File: config.mk
export PLATFORM = sky130hd
export DESIGN_NAME = pims_regs
export DESIGN_NICKNAME = d
export VERILOG_FILES = /design/src/design/pims_pkg.sv /design/src/design/pims_event_latch.sv /design/src/design/pims_regs.sv
export SDC_FILE = /design/constraint.sdc
export NUM_CORES = 1
export LEC_CHECK = 0
export BUFFER_PORTS_ARGS = -buffer_cell sky130_fd_sc_hd__buf_2
export CORE_MARGIN = 1
export CORE_UTILIZATION = 52
export DETAILED_ROUTE_END_ITERATION = 6
export PLACE_DENSITY = 0.85
export SLEW_MARGIN = 20
export SYNTH_ARGS = -nofsm -noshare
export SYNTH_HDL_FRONTEND = slang
export SYNTH_SLANG_ARGS = --single-unit
File: constraint.sdc
create_clock -name i_clk_sys -period 2.48 [get_ports i_clk_sys]
set_input_delay 0.124 -clock i_clk_sys [delete_from_list [all_inputs] [get_ports i_clk_sys]]
set_output_delay 0.124 -clock i_clk_sys [all_outputs]
set_load 0.02 [all_outputs]
File: src/design/pims_pkg.sv
// Package for the PHY interrupt mask and link status register slice.
// Assumes a station management front end that presents decoded register
// reads and writes as one-cycle strobes on the system clock.
package pims_pkg;

  // ----------------------------------------------------------------
  // Register map
  // ----------------------------------------------------------------
  localparam logic [4:0] ADDR_INTERRUPT_MASK = 5'h16; // Mask register
  localparam logic [4:0] ADDR_LINK_COMM_STATUS = 5'h17; // Status register

  // ----------------------------------------------------------------
  // Mask register layout and reset values
  // ----------------------------------------------------------------
  localparam int POWER_ON_EVENT_MASK_POS = 15; // Power-on enable bit
  localparam int MASK_RESERVED_POS = 4; // Reserved, reads zero
  localparam logic [15:0] MASK_RESET_FIRST = 16'h8000; // First port block
  localparam logic [15:0] MASK_RESET_SECOND = 16'h0000; // Second block
  localparam logic [15:0] MASK_WRITABLE = 16'hffef; // Bit 4 not stored

  // ----------------------------------------------------------------
  // Event source bit positions
  // ----------------------------------------------------------------
  localparam int WAKE_EVENT_POS = 14; // Wake-up event
  localparam int LINK_FAIL_EVENT_POS = 10; // Link OK to fail
  localparam int LINK_UP_EVENT_POS = 9; // Link fail to OK
  localparam int SYMBOL_FAULT_EVENT_POS = 8; // Symbol error
  localparam int QUALITY_LOW_EVENT_POS = 6; // Quality warning
  // Events cleared on sleep request or standby undervoltage
  localparam logic [15:0] LINK_EVENT_GROUP = 16'h0740;

  // ----------------------------------------------------------------
  // Status register layout
  // ----------------------------------------------------------------
  localparam int LINK_UP_POS = 15; // Link OK
  localparam int TX_MODE_LSB = 13; // Transmitter mode field
  localparam int LOCAL_RX_POS = 12; // Local receiver OK, latch low
  localparam int REMOTE_RX_POS = 11; // Remote receiver OK, latch low
  localparam int DESCRAMBLER_POS = 10; // Descrambler lock
  localparam int START_FAULT_POS = 9; // Start delimiter fault
  localparam int END_FAULT_POS = 8; // End delimiter fault
  localparam int QUALITY_LSB = 5; // Signal quality class
  localparam int RX_ERR_POS = 4; // Receive error, latch high
  localparam int TX_ERR_POS = 3; // Transmit error, latch high
  localparam int STATE_LSB = 0; // Operating state field

  // Transmitter mode codes
  typedef enum logic [1:0] {
    TX_OFF_MODE = 2'b00,
    TX_SEND_N = 2'b01,
    TX_SEND_I = 2'b10,
    TX_SEND_Z = 2'b11
  } pims_tx_mode_type;

  // Operating state codes
  typedef enum logic [2:0] {
    ST_IDLE = 3'b000,
    ST_INIT = 3'b001,
    ST_CONFIGURED = 3'b010,
    ST_OFFLINE = 3'b011,
    ST_ACTIVE = 3'b100,
    ST_ISOLATE = 3'b101,
    ST_CABLE_TEST = 3'b110,
    ST_TEST_MODE = 3'b111
  } pims_state_type;

  localparam logic [2:0] QUALITY_CLASS_D = 3'b100; // Error rate < 1e-10

endpackage

File: src/design/pims_event_latch.sv
// Latch-high event source register with read clear and group clear.
// Assumes events and strobes are already on the system clock.
`timescale 1ns/10ps
module pims_event_latch #(
  parameter int WIDTH = 16
) (
  input wire logic i_clk_sys,
  input wire logic i_rst_b,
  input wire logic [WIDTH-1:0] i_set, // Event pulses or levels
  input wire logic [WIDTH-1:0] i_group_clr, // Per-bit forced clear
  input wire logic i_read, // Read of the source register
  output logic [WIDTH-1:0] o_latched
);

  // Refuse an empty latch bank when the design is built
  if (WIDTH < 1) begin : g_bad_width
    $error("pims_event_latch: WIDTH must be positive");
  end

  // ----------------------------------------------------------------
  // One latch per bit
  // ----------------------------------------------------------------
  genvar g;
  generate
    for (g = 0; g < WIDTH; g++) begin : g_bit
      // Set wins over read clear so no event is lost
      always_ff @(posedge i_clk_sys) begin
        if (!i_rst_b) begin
          o_latched[g] <= 1'b0;
        end else if (i_set[g]) begin
          o_latched[g] <= 1'b1;
        end else if (i_read || i_group_clr[g]) begin
          o_latched[g] <= 1'b0;
        end
      end
    end
  endgenerate

endmodule

File: src/design/pims_regs.sv
// Interrupt mask register, communication status register and the
// event source latches behind the active-low interrupt output.
// Assumes the management front end decodes address and gives one-cycle
// read and write strobes; all status inputs are synchronous to i_clk_sys.
`timescale 1ns/10ps

// Summary of operation
// - Disabled event never pulls interrupt low
// - Mask leaves event latching untouched
// - Power-on enable resets 1 first, 0 second
// - Sleep or undervoltage clears link event bits
// - Read clears wake; detection off until transition
// - Transmitter mode field codes at 14:13
// - Quality class field codes at 7:5
// - Local receiver OK bit latches low
// - Remote receiver OK bit latches low
// - Start delimiter fault latches high
// - End delimiter fault latches high
// - Receive error latches high until read
// - Transmit error latches high until read
// - Event bits latch high, clear on read
module pims_regs #(
  parameter bit SECOND_PORT = 1'b0 // Selects second port block reset
) (
  input wire logic i_clk_sys,
  input wire logic i_rst_b,
  // Register access from the management front end
  input wire logic [4:0] i_reg_addr,
  input wire logic i_reg_wr, // One-cycle write strobe
  input wire logic [15:0] i_reg_wdata,
  input wire logic i_reg_rd, // One-cycle read strobe
  input wire logic i_src_rd, // Read of event source register
  output logic [15:0] o_reg_rdata, // Registered read data
  output logic [15:0] o_event_src, // Latched event sources
  // Event inputs, one bit per source position
  input wire logic [15:0] i_event,
  input wire logic i_wake_detect, // Raw wake detection
  input wire logic i_state_change, // State machine done a transition
  input wire logic i_sleep_req_entry, // Entering sleep request
  input wire logic i_standby_uv_entry, // Standby due to undervoltage
  input wire logic i_standby_uv_detect, // Undervoltage in standby
  // Live status
  input wire logic i_link_up,
  input wire logic [1:0] i_tx_mode,
  input wire logic i_local_receiver_ok,
  input wire logic i_remote_receiver_ok,
  input wire logic i_descrambler_lock_flag,
  input wire logic i_start_delimiter_fault,
  input wire logic i_end_delimiter_fault,
  input wire logic [2:0] i_quality_class,
  input wire logic i_rx_error,
  input wire logic i_tx_error,
  input wire logic [2:0] i_operating_state_field,
  output logic o_int_b // Active-low interrupt
);

  // ----------------------------------------------------------------
  // Storage
  // ----------------------------------------------------------------
  logic [15:0] mask_reg; // Interrupt enables
  logic wake_armed_reg; // Wake detection enabled
  logic link_up_d_reg; // Previous link status
  logic local_ok_reg; // Latch-low local receiver
  logic remote_ok_reg; // Latch-low remote receiver
  logic start_fault_reg; // Latch-high delimiter faults
  logic end_fault_reg;
  logic rx_err_reg; // Latch-high error bits
  logic tx_err_reg;
  logic [15:0] event_set; // Combined set vector
  logic [15:0] group_clr; // Forced clear vector
  logic [15:0] status_word; // Assembled status view
  logic status_rd; // Read of the status register
  logic sleep_clr; // Any of three clear occasions
  logic int_next;

  assign status_rd = i_reg_rd &&
                     (i_reg_addr == pims_pkg::ADDR_LINK_COMM_STATUS);
  assign sleep_clr = i_sleep_req_entry || i_standby_uv_entry ||
                     i_standby_uv_detect;

  // ----------------------------------------------------------------
  // Mask register
  // ----------------------------------------------------------------
  // Reserved bit is not stored, so it reads zero whatever is written
  always_ff @(posedge i_clk_sys) begin
    if (!i_rst_b) begin
      mask_reg <= SECOND_PORT ? pims_pkg::MASK_RESET_SECOND
                              : pims_pkg::MASK_RESET_FIRST;
    end else if (i_reg_wr &&
                 (i_reg_addr == pims_pkg::ADDR_INTERRUPT_MASK)) begin
      mask_reg <= i_reg_wdata & pims_pkg::MASK_WRITABLE;
    end
  end

  // ----------------------------------------------------------------
  // Wake arming and link edge tracking
  // ----------------------------------------------------------------
  // Once read, wake stays off until the state machine moves on
  always_ff @(posedge i_clk_sys) begin
    if (!i_rst_b) begin
      wake_armed_reg <= 1'b1;
    end else if (i_state_change) begin
      wake_armed_reg <= 1'b1;
    end else if (i_src_rd && o_event_src[pims_pkg::WAKE_EVENT_POS]) begin
      wake_armed_reg <= 1'b0;
    end
  end

  always_ff @(posedge i_clk_sys) begin
    if (!i_rst_b) begin
      link_up_d_reg <= 1'b0;
    end else begin
      link_up_d_reg <= i_link_up;
    end
  end

  // Set and clear vectors for the source latches
  always_comb begin
    event_set = i_event;
    event_set[pims_pkg::WAKE_EVENT_POS] = i_wake_detect && wake_armed_reg;
    event_set[pims_pkg::LINK_FAIL_EVENT_POS] =
      link_up_d_reg && !i_link_up;
    event_set[pims_pkg::LINK_UP_EVENT_POS] = !link_up_d_reg && i_link_up;
    event_set[pims_pkg::MASK_RESERVED_POS] = 1'b0;
    // Clearing takes priority in the group so the bits restart clean
    group_clr = sleep_clr ? pims_pkg::LINK_EVENT_GROUP : 16'h0000;
    event_set = event_set & ~group_clr;
  end

  // ----------------------------------------------------------------
  // Event source latches, independent of the mask
  // ----------------------------------------------------------------
  pims_event_latch #(
    .WIDTH(16)
  ) u_src (
    .i_clk_sys(i_clk_sys),
    .i_rst_b(i_rst_b),
    .i_set(event_set),
    .i_group_clr(group_clr),
    .i_read(i_src_rd),
    .o_latched(o_event_src)
  );

  // ----------------------------------------------------------------
  // Latched status bits
  // ----------------------------------------------------------------
  // Not-OK beats the read clear so no drop is missed
  always_ff @(posedge i_clk_sys) begin
    if (!i_rst_b) begin
      local_ok_reg <= 1'b0;
      remote_ok_reg <= 1'b0;
    end else begin
      if (!i_local_receiver_ok) begin
        local_ok_reg <= 1'b0;
      end else if (status_rd) begin
        local_ok_reg <= 1'b1;
      end
      if (!i_remote_receiver_ok) begin
        remote_ok_reg <= 1'b0;
      end else if (status_rd) begin
        remote_ok_reg <= 1'b1;
      end
    end
  end

  // Errors set over read clear
  always_ff @(posedge i_clk_sys) begin
    if (!i_rst_b) begin
      start_fault_reg <= 1'b0;
      end_fault_reg <= 1'b0;
      rx_err_reg <= 1'b0;
      tx_err_reg <= 1'b0;
    end else begin
      start_fault_reg <= i_start_delimiter_fault ||
                         (start_fault_reg && !status_rd);
      end_fault_reg <= i_end_delimiter_fault ||
                       (end_fault_reg && !status_rd);
      rx_err_reg <= i_rx_error || (rx_err_reg && !status_rd);
      tx_err_reg <= i_tx_error || (tx_err_reg && !status_rd);
    end
  end

  // Status view, fields passed as coded by the transmitter and state logic
  always_comb begin
    status_word = 16'h0000;
    status_word[pims_pkg::LINK_UP_POS] = i_link_up;
    status_word[pims_pkg::TX_MODE_LSB +: 2] = i_tx_mode;
    status_word[pims_pkg::LOCAL_RX_POS] = local_ok_reg;
    status_word[pims_pkg::REMOTE_RX_POS] = remote_ok_reg;
    status_word[pims_pkg::DESCRAMBLER_POS] = i_descrambler_lock_flag;
    status_word[pims_pkg::START_FAULT_POS] = start_fault_reg;
    status_word[pims_pkg::END_FAULT_POS] = end_fault_reg;
    status_word[pims_pkg::QUALITY_LSB +: 3] = i_quality_class;
    status_word[pims_pkg::RX_ERR_POS] = rx_err_reg;
    status_word[pims_pkg::TX_ERR_POS] = tx_err_reg;
    status_word[pims_pkg::STATE_LSB +: 3] =
      i_operating_state_field;
  end

  // ----------------------------------------------------------------
  // Read data register
  // ----------------------------------------------------------------
  // Unmapped addresses read as zero
  always_ff @(posedge i_clk_sys) begin
    if (!i_rst_b) begin
      o_reg_rdata <= 16'h0000;
    end else if (i_reg_rd) begin
      case (i_reg_addr)
        pims_pkg::ADDR_INTERRUPT_MASK: begin
          o_reg_rdata <= mask_reg;
        end
        pims_pkg::ADDR_LINK_COMM_STATUS: begin
          o_reg_rdata <= status_word;
        end
        default: begin
          o_reg_rdata <= 16'h0000;
        end
      endcase
    end
  end

  // ----------------------------------------------------------------
  // Interrupt output
  // ----------------------------------------------------------------
  // Same-position AND of sources and enables; one cycle behind latches
  assign int_next = |(o_event_src & mask_reg);
  always_ff @(posedge i_clk_sys) begin
    if (!i_rst_b) begin
      o_int_b <= 1'b1;
    end else begin
      o_int_b <= !int_next;
    end
  end
endmodule

After elaboration in Yosys (flattened, before gate mapping)
Index checks and enable logic that the tools add are counted.

operators by class
  equal/unequal tests = 2
  muxes and demuxes = 34
  bitwise logic cells = 4
  reduce and logical (&&, ||, !) cells = 56

operators with widths
  cell                        number
  $and A16 B16 Y16            2
  $mux W1                     32
  $pmux W16 S2                1
  $reduce_bool A2 Y1          16
  $logic_or A1 B1 Y1          17
  $not A11 Y16                1
  $reduce_or A16 Y1           1
  $mux W11                    1
  $eq A5 B5 Y1 const B        2
  $logic_and A1 B1 Y1         10
  $logic_or A1 B1 Y1 const B  5
  $logic_not A1 Y1            4
  $reduce_and A2 Y1           2
  $reduce_or A2 Y1            1
  $not A1 Y1                  1

word-level totals
  bits in registers = 56
  input bits = 63
  output and inout port bits = 33
  word-level logic and storage cells = 123

Logic depth before layout (Yosys ltp)
Gate-level depths: netlist of the first run.

  word-level depth = 6
  gate-level depth with buffers = 5
  mapped depth without buffers = 3

Modules after synthesis
A second synthesis of the first run with hierarchy kept.

unflattened totals
  cells, all modules = 256
  area total of the unflattened synthesis = 2781.4 µm²

modules (own cells, without submodules)
  module            times used  cells each  area each (µm²)  sequential area each (µm²)
  pims_regs         1           204         2129.5           800.8
  pims_event_latch  1           52          651.9            320.3

Least setup slack after synthesis of the first run
No wires, ideal clock.

  path type = register to register
  start = reg u_src.o_latched[11]
  end = reg o_int_b
  setup time = 0.069 ns
  arrival = 0.898 ns
  data required time = 2.411 ns
  path slack = 1.513 ns
  cell stages (with the launch flop) = 4
  path buffers = 0
  clock period less this slack = 0.967 ns
  path through = dfxtp_1 a222oi_1 nand3_1 o21ai_1

on the way
  longest elaborated chain between the ends = 3

RTL lines
  item                             line                    text
  start, declared                  pims_event_latch.sv:12  output logic [WIDTH-1:0] o_latched
  start signal, assigned by index  pims_event_latch.sv:29  o_latched[g] <= 1'b0;
  start signal, assigned by index  pims_event_latch.sv:31  o_latched[g] <= 1'b1;
  start signal, assigned by index  pims_event_latch.sv:33  o_latched[g] <= 1'b0;
  $and A16 B16 Y16                 pims_regs.sv:226        assign int_next = |(o_event_src & mask_reg);
  $reduce_or A16 Y1                pims_regs.sv:226
  $logic_not A1 Y1                 pims_regs.sv:231        o_int_b <= !int_next;
  end signal, assigned             pims_regs.sv:231
  end, declared                    pims_regs.sv:54         output logic o_int_b

No other way between the ends.
A chain may end at the register's enable or synchronous reset.

Final worst setup path of the first run
Same ends and word-level chain as after synthesis.

==> flow_summary.toml, run 1 <==
[global_route]
grt_max_degree = 52
grtUsageTotal_pct = 23.6
antenna_found_initial = 0
grt_pass1_wl_um = 9090
grt_pass1_vias = 1937
gr-total-overflow = 0

[pwr]
p_int_mw = 1.20
seqPwrFrac_pct = 58.1
power.density_nw_per_um2 = 545
p_leak_nw = 1.29
ir_drop_mv = 0.370
sw_frac_of_total_pct = 24.4
p_comb_share_pct = 12.3
p_switching_mw = 0.387
clkPwrFrac_pct = 29.6

[routing]
post_drt_wl_per_cell_um = 14.5
antenna_left = 0
drt-initial-drc-count = 174
vias = 2044
drt-vias-per-instance = 5.36
routed_wl_um = 5520
drtPass1Iterations = 4
drt_drc_violations_left = 0

[logic_synthesis]
ys_types = 37
seq_area_frac_synth_pct = 45.7
ys_warn_count = 0
ys_seq_elements = 55
synth.avg_cell_area_um2 = 9.72
synth-main-ff-cell = "dfxtp_1"
synth_fp_nets = 311
post-synth-top-area-cell = "dfxtp_1"
yosysMostFrequentCell = "dfxtp_1"
syn_area_um2 = 2410
synth_top_cells_by_count = "dfxtp_1 (55), nand3_1 (32), a21boi_1 (29)"
synth_edf_count = 0
synthArstFlopShare_pct = 0
synthCells = 248
synth_top_area_share_pct = 45.7
yosys-top-cells-area = "dfxtp_1 (46%), a21boi_1 (9.0%), nand3_1 (6.6%)"

[place]
post-dp-hpwl_um = 3900
io_buffer_count = 89
post-place-ws_ps = 1260
place_congestion = 0.817

[finish]
syn_to_final_growth_pct = 20.7
largest_register_ffs = 16
final_nets = 391
regArea_um2 = 1100
drive_above_1_share_pct = 34.0
multi_input_comb_area_um2 = 1170
filler_cell_count = 386
diodes = 0

[critical_path]
slowest_delay_ps = 390
arrival_ps = 1280
critPathSlowestCell = "a222oi_1"
worstSetupStartpointType = "flip-flop"
r2r-end = "o_int_b$_SDFF_PN1_"
end_kind = "flip-flop"
cp_cell_sequence = "a222oi_1, nand3_1, o21ai_1"
worstPathMaxFanout = 3
crit_type = "flip-flop to flip-flop"
reg2reg_slack_ps = 1440
required_ps = 2720
ff2ff_path_depth = 3
r2r-start = "u_src.o_latched[11]$_SDFFE_PN0P_"

[cts]
numCtsBuffers = 5
clkTransAtPathRegs_ps = 90
cts_resized = 0
clk_latency_ps = 300
ctsRootBufferMaster = "clkbuf_8"
cts_buffer_depth = 2
cts_tree = "yes"
h-tree-depth = 2
cts.sinks = 55

[sta]
slew_headroom_pct = 64.2
min_period_ps = 1040
maxSlewViolCount = 0
worst_pin_slew_ps = 537
worst_slack_ps = 1440
fmax_mhz = 961
setup_viol = 0
tns_ps = 0
finClkSkew_ps = 4.21
rsz0062_at_grt = "no"
period_share_pct = 41.9
hold_violations = 0
whs_ps = 25.9

[hold_path]
holdPathEnd = "start_fault_reg$_SDFF_PN0_"
worstHoldStart = "i_start_delimiter_fault"
worstHoldPathType = "input port to flip-flop"
hold_path_depth = 2

[die]
ioPinCount = 96
die_width_um = 70.1
start_util_pct = 54.6
row_count = 24
core_um2 = 4410
fp.dieH_um = 70.1
die_area_um2 = 4910

[status]
status = "completed"

[run]
maxCapViolations = 0
-- worst max-delay path by stage --
stage | depth (start not counted) | from | end | slack, ps
2_1_floorplan | 3 | u_src.o_latched[11]$_SDFFE_PN0P_ | o_int_b$_SDFF_PN1_ | 1510
3_3_place_gp | 4 | i_reg_addr[0] | o_reg_rdata[3]$_SDFFE_PN0P_ | 1270
3_5_place_dp | 4 | i_reg_addr[0] | tx_err_reg$_SDFF_PN0_ | 1260
4_1_cts | 3 | u_src.o_latched[11]$_SDFFE_PN0P_ | o_int_b$_SDFF_PN1_ | 1440
5_1_grt | 3 | u_src.o_latched[11]$_SDFFE_PN0P_ | o_int_b$_SDFF_PN1_ | 1410
6_report | 3 | u_src.o_latched[11]$_SDFFE_PN0P_ | o_int_b$_SDFF_PN1_ | 1440
-- stage by stage --
step / std cells / area (um2) / util, % / total power, mW
after CTS: 381 / 2910 / 65.9 / 1.60
after global placement: 372 / 2820 / 63.8 / 1.13
after detailed placement: 372 / 2820 / 63.8 / 1.13
after floorplan: 248 / 2410 / - / 1.06
final: 381 / 2910 / 65.9 / 1.59
after global routing: 381 / 2910 / 65.9 / 1.65
-- metal layers --
metal / up-vias / share of wire (%) / global-route usage (%)
met5: - / 0 / 0
met4: 0 / 1.5 / 9.11
met3: 8 / 6.1 / 5.19
met2: 78 / 47 / 37.0
met1: 926 / 45 / 31.8
li1: 1032 / - / -
-- power by group through the flow --
stage	logic (mW)	clock network, mW	registers, mW
6_report	0.196	0.469	0.921
5_1_grt	0.214	0.514	0.924
4_1_cts	0.196	0.482	0.920
3_5_place_dp	0.193	0	0.941
3_3_place_gp	0.190	0	0.941
2_1_floorplan	0.106	0	0.956
-- worst max-delay path, delay by kind of cell, from the launching register on --
kind / cells / cell delay, ps
flops: 1 / 340
compound gates: 2 / 520
simple gates: 1 / 130
-- cell usage in the layout, fill, tap and decap left out, drive strengths merged, types with 2 or more instances in the layout --
master,instances
a21boi,29
a21oi,12
a22oi,8
buf,92
clkbuf,7
dfxtp,55
inv,3
mux2,15
nand2,3
nand2b,16
nand3,32
nor2,5
nor2b,13
o211a,2
o21a,8
o21ai,16
-- area by class of cell --
cell class / instances / share of cell area [%]
well taps: 52 / 2.24
clock inverters: 1 / 0.172
repair buffers: 93 / 16.4
clock buffers: 7 / 2.62
multi-input cells: 170 / 40.3
inverters: 3 / 0.387
flip-flops and latches: 55 / 37.8
-- repair_timing --
| item | in CTS | in global routing |
|---|---|---|
| hold buffers | 1 | 0 |
| setup buffers | 0 | 0 |
| hold endpoints to repair | 1 | 0 |
-- kinds of logic after synthesis --
family,share of synthesized area [%]
AOI/OAI and AO/OA,21.7
buffers and inverters,5.66
DFF,45.7
muxes,8.26
other,0.156
and+or+nand+nor,18.5
Power figures use the tool's default switching activity.
==> run 2: changes to the inputs <==
Settings changed: CORE_UTILIZATION 52 to 43, PLACE_DENSITY 0.85 to 0.75.
Clock period 2.48 ns to 0.9 ns, I/O delays scaled along.
==> run 2 against run 1 <==
  * The flow now finishes with violations (negative setup slack)
  * Design area increased by 19%
  * Cell count increased by 14%
  * Count of clock-buffer cells in the layout shrank 1
  * Via count rose by 9.8%
  * Sequential cell count stayed put
  * Die area rose by 20%
  * Maximum frequency grew 9.8%
  * First-iteration DRC count shrank 29%
  * Register-to-register slack got worse by 1500 ps
  * Sequential share of layout area is 5.3 points lower
  * Sequential power grew to 2.8 times the previous value
  * Combinational power increased to 3.8 times the previous value
  * Largest power group unchanged
==> flow_summary.toml, run 2 (synthesized netlist as in run 1, its figures left out) <==
[status]
status = "complete, but fails checks"
violations = "negative setup slack"

[finish]
multi_input_comb_area_um2 = 1200
syn_to_final_growth_pct = 44.0
final_common_cell = "buf_2"
diodes = 0
layout.cells.non_filler = 436
largest_register_ffs = 16
layout_common_cells = "buf_2 (67), dfxtp_1 (32), dlygate4sd3_1 (32)"
final_nets = 428
regArea_um2 = 1130
filler_cell_count = 428
drive_above_1_share_pct = 41.0
post-route-util_pct = 66.2
fin_area_um2 = 3470

[critical_path]
worstSetupStartpointType = "flip-flop"
critPathSlowestCell = "dfxtp_2"
end_kind = "flip-flop"
required_ps = 1150
arrival_ps = 1190
slowest_delay_ps = 350
path_buf_inv = 0
cp_cell_sequence = "a222oi_1, nand3_1, o21ai_1"
worstPathMaxFanout = 3
crit_type = "flip-flop to flip-flop"
cp_top_family = "compound AO/OA/AOI/OAI gates"

[routing]
drt_drc_violations_left = 0
drt-vias-per-instance = 5.15
antenna_left = 0
routed_wl_um = 6620
vias = 2244
drt-initial-drc-count = 123
drtPass1Iterations = 5
post_drt_wl_per_cell_um = 15.2

[cts]
cts_tree = "yes"
ctsRootBufferMaster = "clkbuf_8"
clkTransAtPathRegs_ps = 100
h-tree-depth = 2
numCtsBuffers = 5
cts.sinks = 55
cts_buffer_depth = 2
clk_latency_ps = 300

[die]
start_util_pct = 46.0
row_count = 26
ioPinCount = 96
fp.dieH_um = 76.9
die_width_um = 76.9
core_um2 = 5240
die_area_um2 = 5910

[sta]
maxSlewViolCount = 0
tns_ps = -109
worst_slack_ps = -47.5
hold_violations = 0
min_period_ps = 948
rsz0062_at_grt = "yes"
setup_viol = 3
finClkSkew_ps = 4.63
period_share_pct = 105
fmax_mhz = 1060
whs_ps = 9.49

[place]
placed_area_um2 = 2920
placed_cells = 395
io_buffer_count = 89
place_congestion = 0.804
post-place-ws_ps = -215
post-dp-hpwl_um = 4190

[pwr]
power.density_nw_per_um2 = 1360
finalPower_mw = 4.73
ir_drop_mv = 0.820
p_leak_nw = 1.49

[global_route]
grt_max_degree = 52
antenna_found_initial = 0
grt_pass1_wl_um = 10400
grtUsageTotal_pct = 22.3
grt_pass1_vias = 2213
gr-total-overflow = 0

[run]
maxCapViolations = 0

[hold_path]
worstHoldPathType = "input port to flip-flop"
## run 2: cell count changes in the layout (fill, tap and decap cells not counted), moves of 4 or more
cell,previous run,this run
dfxtp_1,55,32
buf_6,0,4
buf_4,3,23
buf_2,89,67
mux2_4,8,12
dlygate4sd3_1,1,32
mux2_1,6,2
dfxtp_2,0,23
## run 2: report_power, final
group	leakage (nW)	internal, mW	switching [mW]
Sequential	0.456	2.50	0.0497
Combinational	0.988	0.417	0.320
Clock	0.0474	0.630	0.812
Total	1.49	3.55	1.18
## run 2: what timing repair did
item | 4_1_cts | 5_1_grt
setup endpoints to repair | 14 | 26
pin swaps | 2 | 1
hold endpoints to repair | 30 | 2
hold buffers | 30 | 2
resized for setup | 20 | 34
buffers inserted | 1 | 0
cloned | 0 | 0
## run 2: final timing paths
check	depth (start not counted)	end	from	slack [ps]
max reg2reg	3	o_int_b$_SDFF_PN1_	mask_reg[11]$_SDFFE_PN0P_	-50
min reg2reg	2	o_reg_rdata[8]$_SDFFE_PN0P_	o_reg_rdata[8]$_SDFFE_PN0P_	470
min	3	mask_reg[2]$_SDFFE_PN0P_	i_reg_wdata[2]	9
max	3	o_int_b$_SDFF_PN1_	mask_reg[11]$_SDFFE_PN0P_	-50
## run 2: final cells by class
cell class	instances	area share [%]
Sequential cell	55	32.6
Timing Repair Buffer	130	27.1
Multi-Input combinational cell	170	34.6
Inverter	3	0.325
Tap cell	70	2.52
Clock buffer	6	2.38
Clock inverter	2	0.469
## run 2: routing by layer
metal	up-vias	routed length, um	GRT usage [%]
met1	1024	2810	27.9
met4	0	89	7.69
met3	10	356	4.52
met5	-	0	0
met2	90	3370	37.7
li1	1120	-	-
## run 2: worst min-delay path, cell delays in order
cell      delay [ps]
buf_2            100
nand3_1           80
a21boi_1          60
